`config.mk`:
```
export PLATFORM = sky130hd
export DESIGN_NAME = smc_sleep_ctrl
export DESIGN_NICKNAME = d
export VERILOG_FILES = /design/src/hw/smc_pkg.sv /design/src/hw/smc_sleep_ctrl.sv
export SDC_FILE = /design/constraint.sdc
export NUM_CORES = 1
export LEC_CHECK = 0
export BUFFER_PORTS_ARGS = -buffer_cell sky130_fd_sc_hd__buf_4
export CORE_MARGIN = 10
export CORE_UTILIZATION = 30
export DETAILED_ROUTE_END_ITERATION = 12
export PLACE_DENSITY_LB_ADDON = 0.05
export SLEW_MARGIN = 20
export SYNTH_ARGS = -nofsm -noshare
export SYNTH_HDL_FRONTEND = slang
export SYNTH_SLANG_ARGS = --single-unit
```
`constraint.sdc`:
```
create_clock -name SYS_CLK -period 3.2 [get_ports SYS_CLK]
set_input_delay 0.16 -clock SYS_CLK [delete_from_list [all_inputs] [get_ports SYS_CLK]]
set_output_delay 0.16 -clock SYS_CLK [all_outputs]
set_load 0.02 [all_outputs]
```
`src/hw/smc_pkg.sv`:
```
/*
 Constants for the sleep mode controller: register map, field
 positions, mode codes and wake timing. Assumes a 25 MHz system clock.
*/
// What this block does
// - Control register: mode field, enable, upper zero
// - Sleep instruction sleeps only when enabled
// - Mode 000 idle stops core, memory clocks
// - Idle wakes on any enabled interrupt
// - Idle or noise mode starts conversion
// - Mode 001 also stops peripheral clock
// - Noise mode wakes on listed sources only
// - Mode 010 power-down stops oscillator, all clocks
// - Power-down wakes on listed asynchronous sources
// - Power-down wake waits fuse-defined start-up delay
// - Mode 011 behaves exactly like power-down
// - Mode 110 standby keeps oscillator running
// - Standby wake resumes after six cycles
// - Mode 111 extended standby equals standby
// - Interrupt wake adds four halt cycles
package smc_pkg;
    // Register byte addresses
    localparam logic [3:0] SMC_ADDR_CONTROL = 4'h0;
    localparam logic [3:0] SMC_ADDR_STATUS = 4'h4;
    // Control field positions
    localparam int SMC_SE_BIT = 0;
    localparam int SMC_SM_LSB = 1;
    localparam logic [3:0] SMC_CONTROL_RESET = 4'h0;
    // Mode codes
    localparam logic [2:0] SMC_MODE_IDLE = 3'h0;
    localparam logic [2:0] SMC_MODE_ADCNR = 3'h1;
    localparam logic [2:0] SMC_MODE_PDOWN = 3'h2;
    localparam logic [2:0] SMC_MODE_PSAVE = 3'h3;
    localparam logic [2:0] SMC_MODE_STBY = 3'h6;
    localparam logic [2:0] SMC_MODE_XSTBY = 3'h7;
    // Wake timing in cycles
    localparam int SMC_STANDBY_WAKE_CYC = 6;
    localparam int SMC_IRQ_HALT_CYC = 4;
    // AXI responses
    localparam logic [1:0] SMC_RESP_OKAY = 2'h0;
    localparam logic [1:0] SMC_RESP_SLVERR = 2'h2;
    // Sequencer states
    typedef enum logic [1:0] {
        SMC_ACTIVE = 2'b00,
        SMC_ASLEEP = 2'b01,
        SMC_STARTUP = 2'b10,
        SMC_HALT = 2'b11
    } smc_state_type;
endpackage

```
`src/hw/smc_sleep_ctrl.sv`:
```
/*
 Sleep mode controller: control register over AXI4-Lite, sleep entry,
 clock and oscillator gating per mode, wake source filtering and
 wake-up delays. Assumes the core pulses a sleep request on the same
 clock; wake sources come from pins or other domains and are synced.
*/
`timescale 1ns/1ns
`default_nettype none
module smc_sleep_ctrl #(
    parameter int STARTUP_CYC = 16, // Default start-up cycles, used when the fuse reads zero
    parameter int CNT_W = 16
) (
    input wire logic SYS_CLK,
    input wire logic RST_N,
    input wire logic CLK_EN,
    // AXI4-Lite slave
    input wire logic [3:0] S_AXI_AWADDR,
    input wire logic S_AXI_AWVALID,
    output logic S_AXI_AWREADY,
    input wire logic [31:0] S_AXI_WDATA,
    input wire logic [3:0] S_AXI_WSTRB,
    input wire logic S_AXI_WVALID,
    output logic S_AXI_WREADY,
    output logic [1:0] S_AXI_BRESP,
    output logic S_AXI_BVALID,
    input wire logic S_AXI_BREADY,
    input wire logic [3:0] S_AXI_ARADDR,
    input wire logic S_AXI_ARVALID,
    output logic S_AXI_ARREADY,
    output logic [31:0] S_AXI_RDATA,
    output logic [1:0] S_AXI_RRESP,
    output logic S_AXI_RVALID,
    input wire logic S_AXI_RREADY,
    // Core side
    input wire logic SLEEP_EXEC,
    input wire logic ADC_ENABLED,
    input wire logic CRYSTAL_SEL,
    input wire logic [CNT_W-1:0] STARTUP_FUSE_CYC,
    // Wake sources, asynchronous
    input wire logic ANY_IRQ,
    input wire logic ADC_DONE_IRQ,
    input wire logic EXT_RESET,
    input wire logic WDT_RESET,
    input wire logic WDT_IRQ,
    input wire logic BOD_RESET,
    input wire logic TWI_IRQ,
    input wire logic TWI_ADDR_MATCH,
    input wire logic SPM_READY_IRQ,
    input wire logic EXT_IRQ_LINE6_LEVEL,
    input wire logic [3:0] EXT_IRQ_LINES_LOW,
    input wire logic PIN_CHANGE_IRQ,
    input wire logic BUS_POWER_TRANSITION_IRQ,
    input wire logic USB_WAKE_IRQ,
    // Clock gates, high means clock runs; then conversion start and status
    output logic CORE_CLOCK_EN,
    output logic PROGRAM_MEMORY_CLOCK_EN,
    output logic PERIPHERAL_CLOCK_EN,
    output logic ADC_CLOCK_EN,
    output logic USB_CLOCK_EN,
    output logic OSC_EN,
    output logic ADC_START,
    output logic WAKE_BY_RESET,
    output logic SLEEPING
);
    // Elaboration check: the counter must hold the default start-up
    if (CNT_W < 4 || CNT_W > 30 || STARTUP_CYC < 1 ||
            STARTUP_CYC >= (1 << CNT_W)) begin : g_bad_cnt
        $error("smc_sleep_ctrl: bad counter parameters");
    end

    // Costs two cycles of wake latency, keeps metastability out
    localparam int NSRC = 17; // Synchronised wake inputs

    // Control register: low four bits only
    logic [3:0] control_r;
    smc_pkg::smc_state_type state_r;
    logic [2:0] mode_r; // Mode latched at entry
    logic [CNT_W-1:0] cnt_r;
    logic by_reset_r;

    // Two-flop synchroniser, first stage read by second only
    logic [NSRC-1:0] src_meta_r;
    logic [NSRC-1:0] src_r;
    always_ff @(posedge SYS_CLK or negedge RST_N) begin
        if (!RST_N) begin
            src_meta_r <= '0;
            src_r <= '0;
        end else if (CLK_EN) begin
            src_meta_r <= {ANY_IRQ, ADC_DONE_IRQ, EXT_RESET, WDT_RESET,
                WDT_IRQ, BOD_RESET, TWI_IRQ, TWI_ADDR_MATCH,
                SPM_READY_IRQ, EXT_IRQ_LINE6_LEVEL, EXT_IRQ_LINES_LOW,
                PIN_CHANGE_IRQ, BUS_POWER_TRANSITION_IRQ, USB_WAKE_IRQ};
            src_r <= src_meta_r;
        end
    end

    // Named views of the synchronised sources
    logic s_any, s_adc, s_xrst, s_wrst, s_wirq, s_bod, s_twi, s_twam;
    logic s_spm, s_l6, s_pc, s_vbus, s_uwk;
    logic [3:0] s_low;
    assign {s_any, s_adc, s_xrst, s_wrst, s_wirq, s_bod, s_twi, s_twam,
        s_spm, s_l6, s_low, s_pc, s_vbus, s_uwk} = src_r;

    // Wake qualification per latched mode
    logic resets_any;
    logic pins_any;
    logic irq_wake;
    logic standby_mode;
    assign resets_any = s_xrst | s_wrst | s_bod;
    assign pins_any = s_l6 | (|s_low) | s_pc; // Line six level, low lines and pin change
    assign standby_mode = (mode_r == smc_pkg::SMC_MODE_STBY) ||
        (mode_r == smc_pkg::SMC_MODE_XSTBY);
    always_comb begin
        irq_wake = 1'b0;
        unique case (mode_r)
            smc_pkg::SMC_MODE_IDLE:
                // Every interrupt counts here, pin lines included
                irq_wake = s_any | s_adc | s_wirq | s_twi | s_twam |
                    s_spm | pins_any | s_vbus | s_uwk;
            smc_pkg::SMC_MODE_ADCNR:
                irq_wake = s_adc | s_wirq | s_twi | s_spm | pins_any;
            smc_pkg::SMC_MODE_PDOWN, smc_pkg::SMC_MODE_PSAVE,
            smc_pkg::SMC_MODE_STBY, smc_pkg::SMC_MODE_XSTBY:
                // Same set for all four modes
                irq_wake = s_twam | pins_any | s_vbus | s_uwk;
            default:
                // Reserved codes: no wake besides reset
                irq_wake = 1'b0;
        endcase
    end

    // Valid sleep entry decode
    // Illegal requests simply leave the core running
    logic mode_legal;
    logic [2:0] ctl_mode;
    assign ctl_mode = control_r[smc_pkg::SMC_SM_LSB +: 3];
    always_comb begin
        unique case (ctl_mode)
            smc_pkg::SMC_MODE_IDLE, smc_pkg::SMC_MODE_ADCNR,
            smc_pkg::SMC_MODE_PDOWN, smc_pkg::SMC_MODE_PSAVE:
                mode_legal = 1'b1;
            // Standby needs a crystal option
            smc_pkg::SMC_MODE_STBY, smc_pkg::SMC_MODE_XSTBY:
                mode_legal = CRYSTAL_SEL;
            default:
                // Reserved codes never sleep
                mode_legal = 1'b0;
        endcase
    end

    // Sleep sequencer
    always_ff @(posedge SYS_CLK or negedge RST_N) begin
        if (!RST_N) begin
            state_r <= smc_pkg::SMC_ACTIVE;
            mode_r <= smc_pkg::SMC_MODE_IDLE;
            cnt_r <= '0;
            by_reset_r <= 1'b0;
        end else if (CLK_EN) begin
            unique case (state_r)
                smc_pkg::SMC_ACTIVE: begin
                    // Only with enable set does the instruction sleep
                    if (SLEEP_EXEC && control_r[smc_pkg::SMC_SE_BIT] &&
                            mode_legal) begin
                        state_r <= smc_pkg::SMC_ASLEEP;
                        mode_r <= ctl_mode;
                        by_reset_r <= 1'b0;
                    end
                end
                smc_pkg::SMC_ASLEEP: begin
                    // Reset wins over interrupt as the wake cause
                    if (resets_any || irq_wake) begin
                        by_reset_r <= resets_any;
                        state_r <= smc_pkg::SMC_STARTUP;
                        // Start-up length by mode
                        if (standby_mode) begin
                            cnt_r <= CNT_W'(smc_pkg::SMC_STANDBY_WAKE_CYC);
                        end else if (mode_r == smc_pkg::SMC_MODE_PDOWN ||
                                mode_r == smc_pkg::SMC_MODE_PSAVE) begin
                            // Oscillator restart, fuse chosen
                            cnt_r <= (STARTUP_FUSE_CYC == '0) ?
                                CNT_W'(STARTUP_CYC) : STARTUP_FUSE_CYC;
                        end else begin
                            cnt_r <= CNT_W'(1); // Oscillator never stopped
                        end
                    end
                end
                smc_pkg::SMC_STARTUP: begin
                    // Count down the restart delay
                    if (cnt_r > CNT_W'(1)) begin
                        cnt_r <= cnt_r - CNT_W'(1);
                    end else if (by_reset_r) begin
                        // Reset restarts from vector, no extra halt
                        state_r <= smc_pkg::SMC_ACTIVE;
                    end else begin
                        state_r <= smc_pkg::SMC_HALT;
                        cnt_r <= CNT_W'(smc_pkg::SMC_IRQ_HALT_CYC);
                    end
                end
                smc_pkg::SMC_HALT: begin
                    // Extra core halt before the handler runs
                    if (cnt_r > CNT_W'(1)) begin
                        cnt_r <= cnt_r - CNT_W'(1);
                    end else begin
                        state_r <= smc_pkg::SMC_ACTIVE;
                    end
                end
            endcase
        end
    end

    // Clock gating outputs, registered
    always_ff @(posedge SYS_CLK or negedge RST_N) begin
        if (!RST_N) begin
            CORE_CLOCK_EN <= 1'b1;
            PROGRAM_MEMORY_CLOCK_EN <= 1'b1;
            PERIPHERAL_CLOCK_EN <= 1'b1;
            ADC_CLOCK_EN <= 1'b1;
            USB_CLOCK_EN <= 1'b1;
            OSC_EN <= 1'b1;
            SLEEPING <= 1'b0;
            WAKE_BY_RESET <= 1'b0;
        end else if (CLK_EN) begin
            // Busy covers start-up and halt as well
            SLEEPING <= (state_r != smc_pkg::SMC_ACTIVE);
            WAKE_BY_RESET <= by_reset_r;
            if (state_r == smc_pkg::SMC_ACTIVE) begin
                {CORE_CLOCK_EN, PROGRAM_MEMORY_CLOCK_EN, PERIPHERAL_CLOCK_EN,
                    ADC_CLOCK_EN, USB_CLOCK_EN, OSC_EN} <= 6'h3f;
            end else if (state_r == smc_pkg::SMC_ASLEEP) begin
                // Core and program memory stop in every mode
                CORE_CLOCK_EN <= 1'b0;
                PROGRAM_MEMORY_CLOCK_EN <= 1'b0;
                PERIPHERAL_CLOCK_EN <= (mode_r == smc_pkg::SMC_MODE_IDLE);
                ADC_CLOCK_EN <= (mode_r == smc_pkg::SMC_MODE_IDLE) ||
                    (mode_r == smc_pkg::SMC_MODE_ADCNR);
                USB_CLOCK_EN <= (mode_r == smc_pkg::SMC_MODE_IDLE) ||
                    (mode_r == smc_pkg::SMC_MODE_ADCNR);
                // Oscillator off only in power-down and power-save
                OSC_EN <= !(mode_r == smc_pkg::SMC_MODE_PDOWN ||
                    mode_r == smc_pkg::SMC_MODE_PSAVE);
            end else begin
                // Start-up: oscillator back, core still halted
                OSC_EN <= 1'b1;
            end
        end
    end

    // One-cycle conversion start on entry
    always_ff @(posedge SYS_CLK or negedge RST_N) begin
        if (!RST_N) begin
            ADC_START <= 1'b0;
        end else if (CLK_EN) begin
            // Same terms as entry, so no start without sleep
            ADC_START <= (state_r == smc_pkg::SMC_ACTIVE) && SLEEP_EXEC &&
                control_r[smc_pkg::SMC_SE_BIT] && mode_legal && ADC_ENABLED &&
                (ctl_mode == smc_pkg::SMC_MODE_IDLE ||
                 ctl_mode == smc_pkg::SMC_MODE_ADCNR);
        end
    end

    // AXI write: take address and data in either order
    // Readies are flops, low from take until the response is taken
    logic aw_held_r, w_held_r;
    logic [3:0] aw_addr_r;
    logic [31:0] w_data_r;
    logic [3:0] w_strb_r;
    always_ff @(posedge SYS_CLK or negedge RST_N) begin
        if (!RST_N) begin
            aw_held_r <= 1'b0;
            w_held_r <= 1'b0;
            aw_addr_r <= '0;
            w_data_r <= '0;
            w_strb_r <= '0;
            S_AXI_AWREADY <= 1'b1;
            S_AXI_WREADY <= 1'b1;
            S_AXI_BVALID <= 1'b0;
            S_AXI_BRESP <= smc_pkg::SMC_RESP_OKAY;
            control_r <= smc_pkg::SMC_CONTROL_RESET;
        end else if (CLK_EN) begin
            if (S_AXI_AWVALID && S_AXI_AWREADY) begin
                aw_held_r <= 1'b1;
                aw_addr_r <= S_AXI_AWADDR;
                S_AXI_AWREADY <= 1'b0;
            end
            if (S_AXI_WVALID && S_AXI_WREADY) begin
                w_held_r <= 1'b1;
                w_data_r <= S_AXI_WDATA;
                S_AXI_WREADY <= 1'b0;
                w_strb_r <= S_AXI_WSTRB;
            end
            if (aw_held_r && w_held_r && !S_AXI_BVALID) begin
                aw_held_r <= 1'b0;
                w_held_r <= 1'b0;
                S_AXI_BVALID <= 1'b1;
                if (aw_addr_r == smc_pkg::SMC_ADDR_CONTROL) begin
                    S_AXI_BRESP <= smc_pkg::SMC_RESP_OKAY;
                    // Upper bits are not stored, read as zero
                    if (w_strb_r[0])
                        control_r <= w_data_r[3:0];
                end else if (aw_addr_r == smc_pkg::SMC_ADDR_STATUS) begin
                    S_AXI_BRESP <= smc_pkg::SMC_RESP_OKAY; // Read-only
                end else begin
                    S_AXI_BRESP <= smc_pkg::SMC_RESP_SLVERR;
                end
            end else if (S_AXI_BVALID && S_AXI_BREADY) begin
                S_AXI_BVALID <= 1'b0;
                // Both channels open again for the next write
                S_AXI_AWREADY <= 1'b1;
                S_AXI_WREADY <= 1'b1;
            end
        end
    end

    // AXI read: answer one cycle after address
    always_ff @(posedge SYS_CLK or negedge RST_N) begin
        if (!RST_N) begin
            S_AXI_ARREADY <= 1'b1;
            S_AXI_RVALID <= 1'b0;
            S_AXI_RDATA <= '0;
            S_AXI_RRESP <= smc_pkg::SMC_RESP_OKAY;
        end else if (CLK_EN) begin
            if (S_AXI_ARVALID && S_AXI_ARREADY) begin
                S_AXI_ARREADY <= 1'b0;
                S_AXI_RVALID <= 1'b1;
                S_AXI_RRESP <= smc_pkg::SMC_RESP_OKAY;
                if (S_AXI_ARADDR == smc_pkg::SMC_ADDR_CONTROL) begin
                    S_AXI_RDATA <= {28'h0, control_r};
                end else if (S_AXI_ARADDR == smc_pkg::SMC_ADDR_STATUS) begin
                    // Sequencer state and latched mode
                    S_AXI_RDATA <= {24'h0, by_reset_r, mode_r, 2'h0, state_r};
                end else begin
                    // Unmapped offsets answer an error, data zero
                    S_AXI_RDATA <= '0;
                    S_AXI_RRESP <= smc_pkg::SMC_RESP_SLVERR;
                end
            end else if (S_AXI_RVALID && S_AXI_RREADY) begin
                S_AXI_RVALID <= 1'b0;
                S_AXI_ARREADY <= 1'b1;
            end
        end
    end
endmodule
`default_nettype wire

```
After elaboration in Yosys (flattened, before gate mapping)

Index checks and enable logic that the tools add are counted.

Reductions and logical operators: 52
Add/sub/neg operators: 1
Bitwise operators: 19
$lt $le $gt $ge: 1
Eq/ne operators: 21
Mux-type cells: 49

Operator list:

| cell                  | count |
|---|---|
| $mux 16               | 7 |
| $pmux 16 s3           | 1 |
| $mux 1                | 26 |
| $or 1x1->1            | 19 |
| $mux 2                | 9 |
| $reduce_and 2->1      | 9 |
| $gt 16x1->1 const B   | 1 |
| $logic_not 16->1      | 1 |
| $mux 8                | 2 |
| $sub 16x1->16 const B | 1 |
| $logic_and 1x1->1     | 14 |
| $eq 3x2->1 const B    | 4 |
| $eq 3x3->1 const B    | 4 |
| $reduce_bool 2->1     | 6 |
| $reduce_or 4->1       | 3 |
| $ne 2x2->1 const B    | 5 |
| $reduce_and 5->1      | 2 |
| $eq 4x3->1 const B    | 2 |
| $logic_not 4->1       | 2 |
| $pmux 2 s4            | 1 |
| $reduce_and 4->1      | 2 |
| $eq 3x1->1 const B    | 2 |
| $logic_not 3->1       | 2 |
| $logic_or 1x1->1      | 5 |
| other kinds (10)      | 13 |

Output and inout port bits: 50
Input bits: 88
Register bits after elaboration: 119
Word-level logic and storage cells: 170

Depth between registers and ports, before layout

Depth in word-level cells: 12
Gate-level depth with buffers: 8
Mapped depth without buffers: 8

Worst setup path after synthesis

OpenSTA, ideal clock, no wires.

Path type: register to register
Start: register cnt_r[0]
End: register cnt_r[14]
Cell stages (with the launch flop): 9
Buffers on the path: 0
Setup time: 121 ps
Arrival: 2,201 ps
Path slack: 878 ps
Clock period less this slack: 2,322 ps
Cells stage by stage: dfrtp_1 inv_1 ha_1 or3b_2 or3_1 or3_1 o22ai_1 nand2_1 a22o_1

Cells in the longest elaborated chain, start to end: 3

RTL lines:

| element                                         | line                  | RTL |
|---|---|---|
| start, declared                                 | smc_sleep_ctrl.sv:78  | `logic [CNT_W-1:0] cnt_r;` |
| start signal, assigned                          | smc_sleep_ctrl.sv:176 | `cnt_r <= CNT_W'(smc_pkg::SMC_STANDBY_WAKE_CYC);` |
| start signal, assigned                          | smc_sleep_ctrl.sv:180 | `cnt_r <= (STARTUP_FUSE_CYC == '0) ?` |
| start signal, assigned                          | smc_sleep_ctrl.sv:190 | `cnt_r <= cnt_r - CNT_W'(1);` |
| $sub 16x1->16 or $gt 16x1->1 (tied branches)    | n/a                   |  |
| $mux 16, or another cell as far along           | smc_sleep_ctrl.sv:201 | `if (cnt_r > CNT_W'(1)) begin` |
| $pmux 16 s3 or $reduce_and 5->1 (tied branches) | n/a                   |  |

Parallel ways exist; a longest one is shown, timed or not. The select of a mux whose other input is x is not followed.
A chain may end at the register's enable or synchronous reset.

Worst setup path in the final report

Start: register cnt_r[5]
End: register cnt_r[10]

The elaborated chain is that of the path after synthesis.

==> results.cfg <==
[logic_synthesis]
synth-simple-area-share_pct = 12.26
synth_cell_types = 50
synth_cells = 402
ys_top_cells_by_area = dfrtp_1 (48%), mux2_2 (13%), buf_4 (4.8%), dfstp_2 (4.1%), a22o_1 (3.1%)
synth-edff-count = 0
seq_area_frac_synth_pct = 51.92
yosysMostFrequentCell = dfrtp_1
syn_area_per_cell_um2 = 11.19
synth-adder-area-share_pct = 1.669
synth_compound_area_share_pct = 13.49
yosysTopAreaCellShare_pct = 47.83
yosysWarnings = 0
synth-xor-area-share_pct = 0
synth_mux_area_share_pct = 13.21
yosysTopAreaCell = dfrtp_1
async_flop_share_pct = 100.0
netlist_area_mm2 = 0.004499
ys_seq_elements = 93
synthFlopType = dfrtp_1
synth_top_family_by_area = compound AO/OA/AOI/OAI gates
synth_common_cells = dfrtp_1 (86), mux2_2 (51), nand2_1 (32)

[cts]
cts_tree = yes
insertion_delay_ns = 0.34
cts_inserted_buffers = 9
htreeDepth = 3
clk_path_buf_depth = 2
cts_root_buffer = clkbuf_16
hold_buffers = 1
clock-sinks = 93
cts_setup_buffers = 0
ctsResizeCount = 0
cts.clk_slew.worst_paths_ns = 0.06

[timing]
rsz0062_at_grt = false
fin_ws_ns = 0.5909
fmax_mhz = 383.3
fin_crit_ns = 2.609
max-slew-margin-rel_pct = 36.61
finalSetupViolations = 0
fin_skew_ns = 0.004433
fin_crit_sh_pct = 81.53
fin_tns_setup_ns = 0
hold_viol = 0
drv_slew = 0
worst_pin_slew_ns = 0.9422

[floorplanning]
start_util_pct = 30.84
die-area_mm2 = 0.02030
fp-row-count = 44
die_w_um = 142.5
ios = 138
die_y_um = 142.5
core_area_mm2 = 0.01459

[pwr]
p_leak_nw = 2.517
p_per_area_mw_per_mm2 = 785.0
ir_worst_vdd_v = 0.0004106

[route]
drc = 0
drt_pass1_iterations = 4
route.detailed.wl_per_inst_um = 16.35
ant_nets = 0
drt-initial-drc-count = 169
routed_wl_mm = 10.94
vias = 3267
vias_per_cell = 4.883

[min_path]
min_path_type = input port to flop

[layout]
diodes = 0
synthToLayoutAreaGrowth_pct = 22.55
finalCoreUtilization_pct = 37.80
seq_area_mm2 = 0.002336
nets = 574
drive_above_1_share_pct = 34.43
fillers = 1437
multiInputGateArea_mm2 = 0.001927

[placed_design]
place_ws_ns = 0.5267
hpwl_mm = 8.046
port-buffer-count = 80
gp_congestion = 0.7632

[worst_setup_path]
cp-end-kind = flop
max_stage_delay_ns = 0.58
required_ns = 3.43
slowest_stage = or4_4
crit_type = flop to flop
crit_chain = or4_4 > nor4_2 > a21boi_1 > nor2_2 > buf_12 > o21ai_0 > a22o_1
crit_path_start_kind = flop
path_delay_family = simple AND/OR/NAND/NOR gates
cp_num_buf_inv = 1
arrival_ns = 2.84
reg2reg_slack_ns = 0.59
cp_max_fo = 20

[global_route]
grt_pass1_vias = 3338
globalRouteOverflowTotal = 0
antenna_found_initial = 0
grt_use_total_pct = 10.76
grt_max_degree = 53
grt_pass1_wl_mm = 17.57

[run_status]
outcome = completed

[job]
drv_cap = 0
[report_power, final]
group,internal [mW],switching [mW]
Combinational,0.692,0.848
Sequential,1.50,0.263
Clock,0.574,0.453
[sequential cells by signal, indices dropped and copies added (netlist names), 2 cells and up]
| name | flops |
|---|---|
| aw_addr_r | 4 |
| S_AXI_RDATA | 8 |
| control_r | 4 |
| w_data_r | 4 |
| src_meta_r | 17 |
| cnt_r | 16 |
| state_r | 2 |
| mode_r | 3 |
| src_r | 17 |
[through the flow]
step	std cells	area, µm²	hold slack [ns]	total power, mW
2_1_floorplan	427	4593	-0.1356	2.861
6_report	669	5514	0.04782	4.329
5_1_grt	669	5514	0.02675	4.661
3_3_place_gp	652	5215	0.2658	3.325
4_1_cts	669	5513	0.02863	4.400
3_5_place_dp	652	5215	0.2642	3.336
[worst register-to-register path, stage by stage (launching register included)]
cell      delay, ns
dfrtp_1        0.43
or4_4          0.58
nor4_2         0.36
a21boi_1       0.26
nor2_2         0.31
buf_12         0.20
o21ai_0        0.10
a22o_1         0.26
[final cells by class]
cell class,instances,area share [%]
Tap cell,184,4.175
Clock buffer,12,4.652
Multi-Input combinational cell,276,34.94
Timing Repair Buffer,88,12.48
Clock inverter,4,0.5673
Sequential cell,93,42.36
Inverter,12,0.8169
[routing by layer]
| layer | vias to the layer above | global-route usage, % | wire length, µm |
|---|---|---|---|
| met5 | - | 0 | 0 |
| met4 | 0 | 2.556 | 102 |
| met3 | 6 | 4.172 | 768 |
| met2 | 86 | 17.43 | 5355 |
| met1 | 1605 | 13.15 | 4715 |
| li1 | 1570 | - | - |
[cell families (layout without fill, tap and decap cells)]
kind of cell / after synthesis / in the layout
and+or+nand+nor: 105 / 105
DFF: 93 / 93
AOI/OAI and AO/OA: 86 / 86
buffers and inverters: 58 / 116
muxes: 53 / 53
adders and majority gates: 6 / 6
other: 1 / 26
[worst paths after layout]
path,from,to,cells past startpoint
min reg2reg,S_AXI_RDATA[0],S_AXI_RDATA[0],2
max,cnt_r[5],cnt_r[10],7
min,EXT_IRQ_LINES_LOW[2],src_meta_r[5],2
min in group asynchronous,RST_N,cnt_r[4],2
max reg2reg,cnt_r[5],cnt_r[10],7
max in group asynchronous,RST_N,S_AXI_WREADY,3
[placed cells by master, fill, tap and decap left out, types with 7 or more instances in the layout]
cell / count
a21oi_1: 10
a22o_1: 16
buf_4: 85
clkbuf_16: 9
conb_1: 26
dfrtp_1: 86
dfstp_2: 7
inv_1: 12
mux2_2: 51
nand2_1: 32
nand3_1: 7
nor2_1: 21
nor4_1: 7
o21ai_0: 26
No activity file was read; power rests on OpenSTA's default activity.
